`src/rtl/frm_cfg.svh`:
```
// Constants for the fault reaction manager: source indices, fault numbers, permissions
`ifndef FRM_CFG_SVH
`define FRM_CFG_SVH

// ********************************************************************
// Fault source indices
// ********************************************************************
`define FRM_NUM_SRC        11
`define FRM_SRC_SYSTEM     0
`define FRM_SRC_PARAM      1
`define FRM_SRC_PROGRAM    2
`define FRM_SRC_OPTCOMM    3
`define FRM_SRC_POLARITY   4
`define FRM_SRC_ANA_ENC    5
`define FRM_SRC_SETP_ENC   6
`define FRM_SRC_ANGLE      7
`define FRM_SRC_OVERLOAD   8
`define FRM_SRC_OVERTEMP   9
`define FRM_SRC_OVERVOLT   10

// ********************************************************************
// Fault numbers shown in the indication codes, index 10 down to 0
// ********************************************************************
`define FRM_FAULT_CODES {8'h16, 8'h32, 8'h0f, 8'ha3, 8'h55, 8'h51, 8'h50, 8'h3d, \
                         8'h49, 8'h48, 8'h47}
`define FRM_CODE_NONE   8'h00

// ********************************************************************
// Permitted reactions per source, bit n allows reaction code n
// ********************************************************************
`define FRM_ALLOW_SHUTDOWN_OUT_ONLY  5'h01
`define FRM_ALLOW_SHUTDOWN_OUT_WARN  5'h03
`define FRM_ALLOW_SHUTDOWN_OUT_OFF   5'h11
`define FRM_ALLOW_TW_OFF     5'h13
`define FRM_ALLOW_TABLE {`FRM_ALLOW_SHUTDOWN_OUT_WARN, `FRM_ALLOW_SHUTDOWN_OUT_WARN, \
                         `FRM_ALLOW_SHUTDOWN_OUT_WARN, `FRM_ALLOW_SHUTDOWN_OUT_OFF, `FRM_ALLOW_TW_OFF, \
                         `FRM_ALLOW_TW_OFF, `FRM_ALLOW_TW_OFF, `FRM_ALLOW_TW_OFF, \
                         `FRM_ALLOW_SHUTDOWN_OUT_ONLY, `FRM_ALLOW_SHUTDOWN_OUT_ONLY, `FRM_ALLOW_SHUTDOWN_OUT_ONLY}

// Sources whose shutdown_out cannot be acknowledged while their fault stands
`define FRM_NON_ACK_MASK 11'h700

// Reset value of every reaction selector: shutdown shutdown_out
`define FRM_REACT_RESET  3'h0

`define FRM_HIST_DEPTH   8
`endif

```
`src/rtl/frm_pkg.sv`:
```
// Types for the fault reaction manager
package frm_pkg;
  typedef enum logic [2:0]
  {
    FRM_R_SHUTDOWN_OUT     = 3'h0,
    FRM_R_WARN     = 3'h1,
    FRM_R_MSG_IMP  = 3'h2,
    FRM_R_MSG_FREE = 3'h3,
    FRM_R_OFF      = 3'h4
  } frm_reaction_t;

  typedef enum logic [2:0]
  {
    FRM_D_NONE     = 3'h0,
    FRM_D_SHUTDOWN_OUT     = 3'h1,
    FRM_D_WARN     = 3'h2,
    FRM_D_MSG_IMP  = 3'h3,
    FRM_D_MSG_FREE = 3'h4
  } frm_display_t;
endpackage

```
`src/rtl/frm_fault_reaction_manager.sv`:
```
// Fault reaction manager: per-source reactions, latches, indications and history
`timescale 1ns/1ps
`include "frm_cfg.svh"

// Behaviour
// RULE_01: Each source gets one selectable reaction.
// RULE_02: Shutdown_out inhibits armature and field, clears ready.
// RULE_03: Shutdown_out shown and logged in retained history.
// RULE_04: Shutdown_out latched; reset only after fault gone.
// RULE_05: Warning sets output, indication, retained history.
// RULE_06: Warning latched; reset only after fault gone.
// RULE_07: Message with inhibit blocks armature pulses only.
// RULE_08: Messages shown, logged in mains-cleared history.
// RULE_09: Message without inhibit only sets message output.
// RULE_10: System, parameter, program faults always shutdown_out.
// RULE_11: Option comm fault: shutdown_out, warning or off.
// RULE_12: Polarity fault: shutdown_out, warning or off.
// RULE_13: Encoder faults: shutdown_out, warning or off.
// RULE_14: Angle overflow: shutdown_out or off only.
// RULE_15: Non-acknowledgeable trips reject reset while active.
// RULE_16: Operator avoids warning for protective faults.
// RULE_17: Reaction codes 0 to 4 as listed.
// RULE_18: Active warning also sets pulse inhibit.
// RULE_19: Reaction change keeps shutdown_out latched, display follows.
// RULE_20: Display priority shutdown_out, warning, messages.
// RULE_21: Inputs sampled each cycle, outputs next cycle.
module frm_fault_reaction_manager
#(
  parameter int HIST_DEPTH = `FRM_HIST_DEPTH
)
(
  input  wire logic                  clk_i,
  input  wire logic                  reset_n_i,
  input  wire logic [10:0]           fault_i,
  input  wire logic                  cfg_we_i,
  input  wire logic [3:0]            cfg_src_i,
  input  wire frm_pkg::frm_reaction_t reaction_select_i,
  input  wire logic                  fault_reset_i,
  input  wire logic                  mains_off_i,
  input  wire logic                  hist_sel_i,
  input  wire logic [$clog2(HIST_DEPTH)-1:0] hist_idx_i,
  output logic                       cfg_refused_o,
  output logic                       reset_refused_o,
  output logic                       armature_inhibit_o,
  output logic                       field_inhibit_o,
  output logic                       shutdown_out_o,
  output logic                       pulse_inhibit_out_o,
  output logic                       ready_o,
  output logic                       warning_out_o,
  output logic                       message_out_o,
  output logic [7:0]                 shutdown_indication_o,
  output logic [7:0]                 warning_indication_o,
  output logic [7:0]                 message_indication_o,
  output frm_pkg::frm_display_t      display_class_o,
  output logic [7:0]                 display_code_o,
  output logic [7:0]                 hist_code_o
);
  import frm_pkg::*;

  localparam int NS = `FRM_NUM_SRC;
  localparam int PW = $clog2(HIST_DEPTH);
  localparam logic [NS*8-1:0] CODES = `FRM_FAULT_CODES;
  localparam logic [NS*5-1:0] ALLOW = `FRM_ALLOW_TABLE;
  localparam logic [NS-1:0] NON_ACK = `FRM_NON_ACK_MASK;

  // Pointers wrap by overflow, so the depth must be a power of two
  if (HIST_DEPTH < 2 || (HIST_DEPTH & (HIST_DEPTH - 1)) != 0)
  begin : g_depth_check
    $error("HIST_DEPTH must be a power of two of at least 2");
  end

  // ******************************************************************
  // Reaction selectors
  // ******************************************************************
  frm_reaction_t react [NS];
  logic          cfg_ok;

  assign cfg_ok = cfg_src_i < 4'(NS) && reaction_select_i <= FRM_R_OFF &&
    ALLOW[5*cfg_src_i + 32'(reaction_select_i)]; // RULE_10 RULE_11 RULE_12 RULE_13 RULE_14

  always_ff @(posedge clk_i)
  begin
    if (!reset_n_i)
    begin
      for (int i = 0; i < NS; i++)
        react[i] <= frm_reaction_t'(`FRM_REACT_RESET);
      cfg_refused_o <= 1'b0;
    end
    else
    begin
      cfg_refused_o <= cfg_we_i && !cfg_ok;
      // Latches are not touched here, so a shutdown_out survives a reaction change
      if (cfg_we_i && cfg_ok)
        react[cfg_src_i] <= reaction_select_i; // RULE_01 RULE_17 RULE_19
    end
  end

  // ******************************************************************
  // Per-source latches
  // ******************************************************************
  logic [NS-1:0] shutdown_out_l;
  logic [NS-1:0] warn_l;
  logic [NS-1:0] msg_imp;
  logic [NS-1:0] msg_free;
  logic [NS-1:0] hit_shutdown_out;
  logic [NS-1:0] hit_warn;
  logic [NS-1:0] hit_imp;
  logic [NS-1:0] hit_free;
  logic          ack_block;

  always_comb
  begin
    for (int i = 0; i < NS; i++)
    begin
      hit_shutdown_out[i] = fault_i[i] && react[i] == FRM_R_SHUTDOWN_OUT;
      hit_warn[i] = fault_i[i] && react[i] == FRM_R_WARN;
      hit_imp[i]  = fault_i[i] && react[i] == FRM_R_MSG_IMP;
      hit_free[i] = fault_i[i] && react[i] == FRM_R_MSG_FREE;
    end
    // Protective trips refuse any acknowledge until their fault is gone
    ack_block = |(shutdown_out_l & fault_i & NON_ACK); // RULE_15
  end

  always_ff @(posedge clk_i)
  begin
    if (!reset_n_i)
    begin
      shutdown_out_l          <= '0;
      warn_l          <= '0;
      reset_refused_o <= 1'b0;
    end
    else
    begin
      reset_refused_o <= fault_reset_i && ack_block; // RULE_15
      // Set beats clear; only sources whose fault has gone are released
      if (fault_reset_i && !ack_block)
      begin
        shutdown_out_l <= (shutdown_out_l & fault_i) | hit_shutdown_out; // RULE_04
        warn_l <= (warn_l & fault_i) | hit_warn; // RULE_06
      end
      else
      begin
        shutdown_out_l <= shutdown_out_l | hit_shutdown_out; // RULE_04 RULE_21
        warn_l <= warn_l | hit_warn; // RULE_06 RULE_21
      end
    end
  end

  // Messages follow the fault itself
  always_ff @(posedge clk_i)
  begin
    if (!reset_n_i)
    begin
      msg_imp  <= '0;
      msg_free <= '0;
    end
    else
    begin
      msg_imp  <= hit_imp;  // RULE_07 RULE_21
      msg_free <= hit_free; // RULE_09 RULE_21
    end
  end

  // ******************************************************************
  // Reaction outputs
  // ******************************************************************
  always_comb
  begin
    field_inhibit_o     = |shutdown_out_l;                              // RULE_02
    armature_inhibit_o  = |shutdown_out_l || |msg_imp || |warn_l;       // RULE_02 RULE_07 RULE_18
    shutdown_out_o      = |shutdown_out_l;                              // RULE_02
    pulse_inhibit_out_o = |shutdown_out_l || |msg_imp || |warn_l;       // RULE_02 RULE_07 RULE_18
    ready_o             = ~|shutdown_out_l;                             // RULE_02
    warning_out_o       = |warn_l;                              // RULE_05
    message_out_o       = |msg_imp || |msg_free;                // RULE_07 RULE_09
  end

  // ******************************************************************
  // Indication codes and display
  // ******************************************************************
  logic [NS-1:0] show_shutdown_out;
  logic [NS-1:0] show_warn;
  logic [NS-1:0] show_imp;
  logic [NS-1:0] show_free;

  function automatic logic [7:0] first_code(input logic [NS-1:0] v);
    logic [7:0] c;
    c = `FRM_CODE_NONE;
    for (int i = NS - 1; i >= 0; i--)
      if (v[i])
        c = CODES[8*i +: 8];
    return c;
  endfunction

  always_comb
  begin
    for (int i = 0; i < NS; i++)
    begin
      // A latched shutdown_out is shown under the reaction now selected
      show_shutdown_out[i] = shutdown_out_l[i] && react[i] == FRM_R_SHUTDOWN_OUT; // RULE_19
      show_warn[i] = warn_l[i] || (shutdown_out_l[i] && react[i] == FRM_R_WARN);
      show_imp[i]  = msg_imp[i] || (shutdown_out_l[i] && react[i] == FRM_R_MSG_IMP);
      show_free[i] = msg_free[i] || (shutdown_out_l[i] && react[i] == FRM_R_MSG_FREE);
    end
    shutdown_indication_o = first_code(show_shutdown_out);             // RULE_03
    warning_indication_o  = first_code(show_warn);             // RULE_05
    message_indication_o  = first_code(show_imp | show_free);  // RULE_08
    if (|show_shutdown_out)
      display_class_o = FRM_D_SHUTDOWN_OUT;     // RULE_20
    else if (|show_warn)
      display_class_o = FRM_D_WARN;     // RULE_20
    else if (|show_imp)
      display_class_o = FRM_D_MSG_IMP;  // RULE_20
    else if (|show_free)
      display_class_o = FRM_D_MSG_FREE; // RULE_20
    else
      display_class_o = FRM_D_NONE;
    display_code_o = |show_shutdown_out ? shutdown_indication_o :
                     |show_warn ? warning_indication_o :
                     first_code(|show_imp ? show_imp : show_free); // RULE_20
  end

  // ******************************************************************
  // History buffers
  // ******************************************************************
  // Retained log keeps trips and warnings; mains-off never touches it.
  // The volatile log holds messages and is emptied when mains go off.
  // Simultaneous onsets queue as pending bits and drain one per cycle.
  logic [7:0]    ret_mem [HIST_DEPTH];
  logic [7:0]    vol_mem [HIST_DEPTH];
  logic [PW-1:0] ret_ptr;
  logic [PW-1:0] vol_ptr;
  logic [NS-1:0] ret_pend;
  logic [NS-1:0] vol_pend;
  logic [NS-1:0] ret_new;
  logic [NS-1:0] vol_new;
  logic [NS-1:0] ret_pick;
  logic [NS-1:0] vol_pick;

  always_comb
  begin
    ret_new  = (hit_shutdown_out & ~shutdown_out_l) | (hit_warn & ~warn_l);    // RULE_03 RULE_05
    vol_new  = (hit_imp & ~msg_imp) | (hit_free & ~msg_free);  // RULE_08
    ret_pick = ret_pend & (~ret_pend + 11'h001);
    vol_pick = vol_pend & (~vol_pend + 11'h001);
  end

  always_ff @(posedge clk_i)
  begin
    if (!reset_n_i)
    begin
      ret_ptr  <= '0;
      ret_pend <= '0;
    end
    else
    begin
      ret_pend <= (ret_pend & ~ret_pick) | ret_new;
      if (|ret_pick)
      begin
        ret_mem[ret_ptr] <= first_code(ret_pick); // RULE_03 RULE_05
        ret_ptr          <= ret_ptr + 1'b1;
      end
    end
  end

  always_ff @(posedge clk_i)
  begin
    if (!reset_n_i || mains_off_i)
    begin
      vol_ptr  <= '0;
      vol_pend <= '0;
      for (int i = 0; i < HIST_DEPTH; i++)
        vol_mem[i] <= `FRM_CODE_NONE; // RULE_08
    end
    else
    begin
      vol_pend <= (vol_pend & ~vol_pick) | vol_new;
      if (|vol_pick)
      begin
        vol_mem[vol_ptr] <= first_code(vol_pick); // RULE_08
        vol_ptr          <= vol_ptr + 1'b1;
      end
    end
  end

  // Index 0 is the newest entry
  always_ff @(posedge clk_i)
  begin
    if (!reset_n_i)
      hist_code_o <= `FRM_CODE_NONE;
    else if (hist_sel_i)
      hist_code_o <= vol_mem[vol_ptr - hist_idx_i - 1'b1];
    else
      hist_code_o <= ret_mem[ret_ptr - hist_idx_i - 1'b1];
  end
endmodule

```
`config.mk`:
```
export PLATFORM = sky130hd
export DESIGN_NAME = frm_fault_reaction_manager
export DESIGN_NICKNAME = d
export VERILOG_FILES = /design/src/rtl/frm_pkg.sv /design/src/rtl/frm_fault_reaction_manager.sv
export VERILOG_INCLUDE_DIRS = /design/src /design/src/rtl
export SDC_FILE = /design/constraint.sdc
export NUM_CORES = 1
export LEC_CHECK = 0
export BUFFER_PORTS_ARGS = -buffer_cell sky130_fd_sc_hd__buf_2
export CORE_MARGIN = 2
export CORE_UTILIZATION = 30
export DETAILED_ROUTE_END_ITERATION = 12
export SETUP_SLACK_MARGIN = 0.2
export SYNTH_ARGS = -nofsm -noshare
export SYNTH_HDL_FRONTEND = slang
export SYNTH_SLANG_ARGS = --single-unit
```
`constraint.sdc`:
```
create_clock -name clk_i -period 5.6 [get_ports clk_i]
set_input_delay 0.28 -clock clk_i [delete_from_list [all_inputs] [get_ports clk_i]]
set_output_delay 0.28 -clock clk_i [all_outputs]
set_load 0.1 [all_outputs]
```
==> results of run 1 <==
-- stage by stage --
stage	setup WS [ps]	util
floorplan	299.2	-
global placement	1345	0.3253
detailed placement	1255	0.3253
CTS	1289	0.3492
global route	981.9	0.3492
finish	1198	0.3493
-- worst max path at each step --
stage / slack, ps / start / depth (start not counted) / endpoint
after floorplan: 300 / react[4][0] / 7 / display_code_o[7]
after global placement: 1340 / cfg_src_i[2] / 12 / react[0][0]
after detailed placement: 1250 / cfg_src_i[2] / 12 / react[0][2]
after CTS: 1290 / react[1][1] / 9 / display_code_o[0]
after global routing: 980 / react[1][1] / 9 / display_code_o[6]
final: 1200 / react[1][1] / 9 / display_code_o[0]
-- per-layer routing --
metal | up-vias | share of wire | track usage
met5 | - | 0.00077 | 0
met1 | 4584 | 0.44 | 0.2300
met4 | 4 | 0.034 | 0.05674
met2 | 335 | 0.46 | 0.2593
met3 | 65 | 0.065 | 0.02590
li1 | 4450 | - | -
-- sequential cells by signal, summed over array words and instances, names as in the netlist --
signal and count:
cfg_refused_o 1, vol_ptr 3, ret_ptr 3, react 33
hist_code_o 8, reset_refused_o 1, msg_imp 11, vol_pend 11
ret_mem 64, vol_mem 64, ret_pend 11, msg_free 11
warn_l 11, shutdown_out_l 11
-- worst max-delay path, stage by stage (launching register included) --
cell and delay (ps):
edfxtp_1 590, and4bb_4 340, a2111oi_4 460, nand3_2 200, nor3_1 700, o22ai_1 150, a311oi_1 350, o221ai_1 200
nand2b_1 140, buf_2 430
-- power breakdown --
part,switching (mW),internal (mW)
combinational,0.867,0.338
clock,0.727,1.15
sequential,0.0764,2.01
-- cell type report --
cell class | instances | area [um^2] | area share
multi-input cells | 833 | 5529 | 0.3886
repair buffers | 91 | 493.0 | 0.03465
diodes | 1 | 2.502 | 0.0001759
clock buffers | 43 | 828.3 | 0.05821
well taps | 532 | 665.6 | 0.04678
flip-flops and latches | 243 | 6446 | 0.4530
inverters | 37 | 138.9 | 0.009761
clock inverters | 7 | 125.1 | 0.008794
-- cell usage after synthesis, types with 16 or more instances --
cell,instances,area (um^2)
nor2_1,202,758.2
dfxtp_1,85,1702
nand3_1,22,110.1
mux4_2,34,765.7
clkbuf_1,34,127.6
nand2_1,101,379.1
mux2i_1,25,250.2
and2_1,30,187.7
ha_1,20,250.2
nor2b_1,28,175.2
edfxtp_1,158,4745
inv_1,36,135.1
o21ai_0,43,215.2
a211oi_1,22,165.2
nor3_1,36,180.2
a21oi_1,46,230.2
nor4_1,16,100.1
-- logic make-up after synthesis --
kind of cell	synth area share
buffers and inverters	0.03039
AO/OA/AOI/OAI	0.1147
flip-flops	0.5219
adder cells (fa/ha/maj)	0.02512
AND/OR/NAND/NOR	0.2171
XOR/XNOR	0.008510
multiplexers	0.08226
-- cells in the final DEF, fill, tap and decap left out, drive strengths merged, types with 6 or more instances in the layout --
| cell | instances |
|---|---|
| nor3b | 9 |
| dfxtp | 85 |
| buf | 89 |
| nor4 | 18 |
| and4 | 11 |
| nor4bb | 9 |
| o31ai | 10 |
| and2 | 32 |
| a31oi | 11 |
| nand2b | 9 |
| ha | 20 |
| xnor2 | 7 |
| inv | 38 |
| nor2b | 28 |
| o21ai | 46 |
| a211oi | 22 |
| mux4 | 34 |
| nand2 | 101 |
| edfxtp | 158 |
| o22ai | 6 |
| a21o | 8 |
| nor2 | 202 |
| a21oi | 47 |
| mux2i | 25 |
| clkbuf | 43 |
| nor3 | 37 |
| or3 | 10 |
| a311oi | 6 |
| a22oi | 8 |
| and3 | 9 |
| nand3 | 23 |
==> impl_metrics.py, run 1 <==
metrics = {
    "outcome": {
        "outcome": "finished clean",
    },
    "cts": {
        "clk_pin_slew_worst_paths_ps": 60,
        "cts-resized-gates": 0,
        "cts_tree": "yes",
        "post_cts_buffers": 0,
        "hold_buffers": 2,
        "clk_latency_ps": 550,
        "clock-sinks": 243,
        "cts_max_level": 1,
        "cts-root-buf": "clkbuf_16",
        "cts_buffers": 27,
        "cts_buffer_depth": 3,
    },
    "hold_path": {
        "hp-start": "fault_i[8]",
        "hold_path_depth": 3,
        "whs_endpoint": "msg_free[8]",
        "hold_path_class": "in -> reg",
    },
    "layout": {
        "area_delta_synth_final_pct": 15.21,
        "fillCellCount": 4104,
        "nNetsFinal": 1283,
        "drive_gt1_frac": 0.1587,
        "finalInstanceArea_mm2": 0.01423,
        "final_cells": 1787,
    },
    "worst_setup_path": {
        "r2r_slack_ps": 2430,
        "r2r-end": "ret_mem[6][2]",
        "cp_max_fo": 10,
        "cp.required_ps": 5320,
        "r2r_cells": 8,
        "start_kind": "register",
        "worst-setup-path-type": "reg -> out",
        "end_kind": "primary output",
        "critPathArrivalTime_ps": 4120,
        "reg2reg_from": "ret_pend[0]",
    },
    "grt": {
        "grt_pass1_wl_um": 53980,
        "grtUsageTotal": 0.1645,
        "grt_pass1_vias": 9110,
        "grt_max_degree": 54,
        "grt_antenna_before_repair": 3,
        "grt_overflow": 0,
    },
    "detailed_routing": {
        "via_per_inst": 5.281,
        "drc": 0,
        "drtIter0Drc": 843,
        "wire_per_inst_um": 19.60,
        "ant_nets": 0,
        "drtPass1Iterations": 5,
        "vias": 9438,
        "routed_wl_um": 35020,
    },
    "floorplanning": {
        "fp.dieArea_mm2": 0.04281,
        "core.rowCount": 74,
        "core_mm2": 0.04074,
        "fp.dieH_um": 206.9,
        "start_util": 0.3032,
        "num_io_pins": 79,
        "fp.dieW_um": 206.9,
    },
    "sta": {
        "worst_pin_slew_ps": 1074,
        "fmaxAchievable_mhz": 227.2,
        "fin_setup_tns_ps": 0,
        "hold_viol_final": 0,
        "fin_crit_ps": 4402,
        "slew-limit-headroom": 0.2764,
        "holdWs_ps": 42.16,
        "fin_skew_ps": 11.27,
        "final-setup-viol-count": 0,
        "timing.final.crit_share": 0.7860,
        "rsz0062_at_grt": "no",
        "maxSlewViolCount": 0,
    },
    "placed_design": {
        "gp_congestion": 0.9510,
        "portBuffers": 78,
        "placed_area_mm2": 0.01325,
        "dp.final_hpwl_um": 26040,
        "placed_cells": 1734,
    },
    "pwr": {
        "p_per_area_mw_per_mm2": 363.5,
        "ir_drop_v": 0.0002316,
        "p_leak_nw": 5.433,
        "power.total_mw": 5.172,
    },
    "synthesis": {
        "synth.avg_cell_area_um2": 10.62,
        "yosysSeqAreaShare": 0.5219,
        "async_flop_share": 0,
        "synth_edf_count": 158,
        "ys.flop_type": "edfxtp_1",
        "synth_cell_types": 90,
        "synthCells": 1163,
        "synth_nets": 1213,
        "ys_ff_latch": 243,
        "syn_area_mm2": 0.01235,
        "synth_warnings": 0,
    },
    "job": {
        "cap_viol_max_count": 0,
    },
}
Note: power is estimated with default switching activity, not from simulation.
==> run 2, diff against run 1 <==
- clock period: 5.6 -> 4.4 ns (I/O delays scaled with it)
==> impl_metrics.py, run 2 (synthesis results as in run 1) <==
metrics = {
    "layout": {
        "drive_gt1_frac": 0.1695,
        "reg_top3": "ret_mem (64), vol_mem (64), react (33)",
        "mostFrequentLayoutCells": "nor2_1, edfxtp_1, nand2_1",
        "final_common_cell": "nor2_1",
        "nNetsFinal": 1287,
        "area_delta_synth_final_pct": 15.45,
        "final_core_util": 0.3500,
    },
    "sta": {
        "fin_skew_ps": 20.78,
        "worst_pin_slew_ps": 1280,
        "rsz0062_at_grt": "no",
        "maxSlewViolCount": 0,
        "slew-limit-headroom": 0.1470,
        "hold_viol_final": 0,
        "timing.final.crit_share": 0.9092,
        "fmaxAchievable_mhz": 250.0,
        "fin_setup_tns_ps": 0,
        "final-setup-viol-count": 0,
        "fin_crit_ps": 4001,
    },
    "detailed_routing": {
        "wire_per_inst_um": 19.50,
        "ant_nets": 0,
        "drtIter0Drc": 831,
        "drc": 0,
        "routed_wl_um": 34920,
        "vias": 9513,
        "via_per_inst": 5.312,
        "drtPass1Iterations": 5,
    },
    "placed_design": {
        "gp_congestion": 0.9451,
        "dp.final_hpwl_um": 26110,
        "portBuffers": 78,
    },
    "floorplanning": {
        "core.rowCount": 74,
        "core_mm2": 0.04074,
        "fp.dieArea_mm2": 0.04281,
        "fp.dieH_um": 206.9,
        "start_util": 0.3032,
        "num_io_pins": 79,
        "fp.dieW_um": 206.9,
    },
    "grt": {
        "grt_overflow": 0,
        "grt_busiest_layer": "met2",
        "grt_pass1_vias": 9015,
        "gr-usage-met3": 0.02826,
        "grt_antenna_before_repair": 5,
        "grt_use_met2": 0.2620,
        "grt_max_degree": 53,
        "grtUsageMet1": 0.2211,
        "grtUsageTotal": 0.1618,
        "grt_pass1_wl_um": 53040,
    },
    "pwr": {
        "ir_drop_v": 0.0003062,
        "p_leak_nw": 5.435,
        "p_per_area_mw_per_mm2": 446.3,
    },
    "cts": {
        "cts_tree": "yes",
        "cts_buffers": 26,
        "clock-sinks": 243,
        "clk_pin_slew_worst_paths_ps": 60,
        "cts_buffer_depth": 3,
        "cts_max_level": 1,
        "cts-root-buf": "clkbuf_16",
        "clk_latency_ps": 540,
    },
    "worst_setup_path": {
        "r2r_cells": 7,
        "worst-setup-path-type": "reg -> out",
        "critPathArrivalTime_ps": 3780,
        "cpPeakStageDelay_ps": 560,
        "end_kind": "primary output",
        "cp.required_ps": 4180,
        "reg2reg_from": "vol_pend[0]",
        "crit_buf_inv": 1,
        "start_kind": "register",
        "critPathTopFamily": "simple AND/OR/NAND/NOR gates",
        "critPathSlowestCell": "edfxtp_1",
        "cp_max_fo": 9,
        "r2r-end": "vol_mem[7][4]",
        "r2r_slack_ps": 1240,
        "critical_path.cell_chain": "and4bb_1 -> nor4_4 -> nand2_1 -> or2_1 -> o41ai_4 -> nor4b_1 -> or4_1 -> a31o_1 -> buf_2",
        "path_depth": 9,
    },
    "hold_path": {
        "hp-start": "fault_i[10]",
        "whs_endpoint": "warn_l[10]",
        "hold_path_depth": 3,
        "hold_path_class": "in -> reg",
    },
    "outcome": {
        "outcome": "finished clean",
    },
    "job": {
        "cap_viol_max_count": 0,
    },
}
## run 2: worst min-delay path: cells and delay by family
family	cells	cell delay (ps)
compound gates	2	210
buf+inv	1	100
## run 2: worst max path at each step
stage | startpoint | to | slack (ps)
detailed placement | cfg_src_i[2] | react[6][1] | 610
CTS | react[1][1] | display_code_o[6] | 280
global route | react[2][1] | display_code_o[2] | 270
floorplan | react[1][0] | display_code_o[5] | -550
finish | react[5][0] | display_code_o[2] | 400
global placement | cfg_src_i[2] | react[2][0] | 670
## run 2: final cells by class
class                   count  area (um^2)
diodes                      2        5.005
clock buffers              42        784.5
clock inverters             6        66.31
fillers                  4119        26480
inverters                  37        138.9
multi-input cells         833         5614
flip-flops and latches    243         6446
well taps                 532        665.6
repair buffers             96        538.0
## run 2: layer usage
metal	part of all wire	up-vias	wire [um]
li1	-	4472	-
met1	0.44	4674	15200
met2	0.47	285	16300
met3	0.063	76	2190
met4	0.034	6	1182
met5	0.0012	-	43
## run 2: power by group
group	total (mW)	switching (mW)	internal [mW]
Sequential	2.65	0.0961	2.56
Clock	2.15	0.879	1.28
Combinational	1.55	1.11	0.445
## run 2: per-stage QoR
step	worst slack (ps)	power (mW)	area [um^2]	instances	hold slack, ps
floorplan	-551.0	3.901	12410	1163	333.8
CTS	283.1	6.413	14210	1788	29.08
finish	399.3	6.364	14260	1791	45.96
detailed placement	612.9	4.248	13330	1737	469.8
global route	267.1	6.622	14250	1789	47.30
global placement	669.0	4.234	13330	1737	456.0
## run 2: timing repair
action	CTS	global route
hold endpoints to repair	4	0
endpoints found under the setup margin	0	6
setup buffers	0	1
hold buffers	3	0
resized for setup	0	8
==> run 3, diff against run 2 <==
- REMOVE_ABC_BUFFERS: not set -> 1
==> impl_metrics.py, run 3 (synthesis results as in run 1) <==
metrics = {
    "layout": {
        "seq_area_mm2": 0.006446,
        "drive_gt1_frac": 0.1634,
        "final_core_util": 0.3488,
        "reg_top3": "ret_mem (64), vol_mem (64), react (33)",
        "nNetsFinal": 1291,
        "finalInstanceArea_mm2": 0.01421,
        "final_common_cell": "nor2_1",
        "mostFrequentLayoutCells": "nor2_1, edfxtp_1, nand2_1",
        "fillCellCount": 4131,
        "multi_input_area_mm2": 0.005533,
        "area_delta_synth_final_pct": 15.05,
    },
    "grt": {
        "gr-usage-met3": 0.02057,
        "grt_pass1_vias": 9264,
        "grt_use_met2": 0.2677,
        "grt_antenna_before_repair": 3,
        "grt_busiest_layer": "met2",
        "grtUsageMet1": 0.2379,
        "grt_max_degree": 53,
        "grt_pass1_wl_um": 54960,
        "grtUsageTotal": 0.1674,
        "grt_overflow": 0,
    },
    "sta": {
        "worst_pin_slew_ps": 1135,
        "timing.final.crit_share": 0.9337,
        "maxSlewViolCount": 0,
        "fmaxAchievable_mhz": 243.4,
        "final-setup-viol-count": 0,
        "fin_setup_tns_ps": 0,
        "fin_crit_ps": 4108,
        "fin_skew_ps": 14.31,
        "slew-limit-headroom": 0.2390,
        "hold_viol_final": 0,
        "rsz0062_at_grt": "yes",
    },
    "hold_path": {
        "hp-start": "fault_i[10]",
        "hold_path_class": "in -> reg",
    },
    "detailed_routing": {
        "via_per_inst": 5.389,
        "ant_nets": 0,
        "wire_per_inst_um": 19.98,
        "vias": 9667,
        "routed_wl_um": 35850,
        "drtPass1Iterations": 5,
        "drc": 0,
        "drtIter0Drc": 749,
    },
    "floorplanning": {
        "num_io_pins": 79,
        "fp.dieH_um": 206.9,
        "core_mm2": 0.04074,
        "core.rowCount": 74,
        "start_util": 0.3032,
        "fp.dieArea_mm2": 0.04281,
        "fp.dieW_um": 206.9,
    },
    "placed_design": {
        "dp.final_hpwl_um": 26970,
        "portBuffers": 78,
        "placed_area_mm2": 0.01331,
        "gp_congestion": 0.9211,
    },
    "worst_setup_path": {
        "start_kind": "register",
        "critPathArrivalTime_ps": 3890,
        "reg2reg_from": "ret_ptr[0]",
        "cp_max_fo": 9,
        "startpoint": "react[10][0]",
        "worst-setup-path-type": "reg -> out",
        "cp.required_ps": 4180,
        "end_kind": "primary output",
    },
    "cts": {
        "clk_latency_ps": 540,
        "cts_tree": "yes",
        "cts_buffer_depth": 3,
        "post_cts_buffers": 0,
        "cts_buffers": 26,
        "clock-sinks": 243,
        "clk_pin_slew_worst_paths_ps": 60,
        "cts-root-buf": "clkbuf_16",
        "cts_max_level": 1,
    },
    "job": {
        "cap_viol_max_count": 0,
    },
    "outcome": {
        "outcome": "finished clean",
    },
    "pwr": {
        "p_leak_nw": 5.428,
        "ir_drop_v": 0.0002755,
        "p_per_area_mw_per_mm2": 448.2,
    },
}
-- run 3: cell types whose count changed in the layout (fill, tap and decap cells not counted), sizes merged --
cell	previous run	this run
inv	37	40
bufinv	1	0
clkinvlp	0	1
buf	91	95
diode	2	1
clkbuf	44	41
-- run 3: critical path, cell delays in order, from the launching register on --
cell and delay, ps:
dfxtp_1 510, nor4bb_1 110, buf_4 170, nor4_2 480
nand3_2 210, or3_1 580, o21ai_1 400, nor2_1 140
o31ai_1 170, a21o_1 170, buf_2 410
-- run 3: final cells by class --
cell class,instances,share of cell area
Sequential cell,243,0.4536
Multi-Input combinational cell,833,0.3894
Clock buffer,39,0.05574
Tap cell,532,0.04684
Timing Repair Buffer,100,0.03998
Inverter,37,0.009774
Clock inverter,9,0.004491
Antenna cell,1,0.0001761
-- run 3: stage by stage --
stage / hold WS, ps / setup slack (ps) / total power [mW] / instances
after global placement: 453.6 / 649.8 / 4.243 / 1742
after detailed placement: 455.5 / 622.4 / 4.262 / 1742
final: 29.17 / 291.8 / 6.369 / 1794
after CTS: 13.66 / 227.6 / 6.418 / 1793
after floorplan: 319.6 / -1846 / 3.862 / 1113
after global routing: 47.50 / 188.7 / 6.620 / 1794
-- run 3: final timing paths --
path	depth (start not counted)	endpoint	slack [ps]
max	10	display_code_o[6]	290
max reg2reg	10	hist_code_o[6]	900
min	3	reset_refused_o	30
min reg2reg	2	vol_pend[10]	510
-- run 3: per-layer routing --
layer  share of wire  vias to the layer above
li1                -                     4470
met1            0.45                     4719
met2            0.45                      406
met3           0.068                       70
met4           0.032                        2
met5         0.00020                        -
-- run 3: where the power goes --
| part | internal (mW) | switching, mW | total (mW) |
|---|---|---|---|
| combinational | 0.444 | 1.11 | 1.56 |
| sequential | 2.56 | 0.0952 | 2.65 |
| clock | 1.25 | 0.907 | 2.16 |
| total | 4.25 | 2.12 | 6.37 |
-- run 3: timing repair --
action                                  CTS  global route
endpoints found under the setup margin    0             6
endpoints found under the hold margin     4             0
hold buffers                              3             0
resized for setup                         0             4
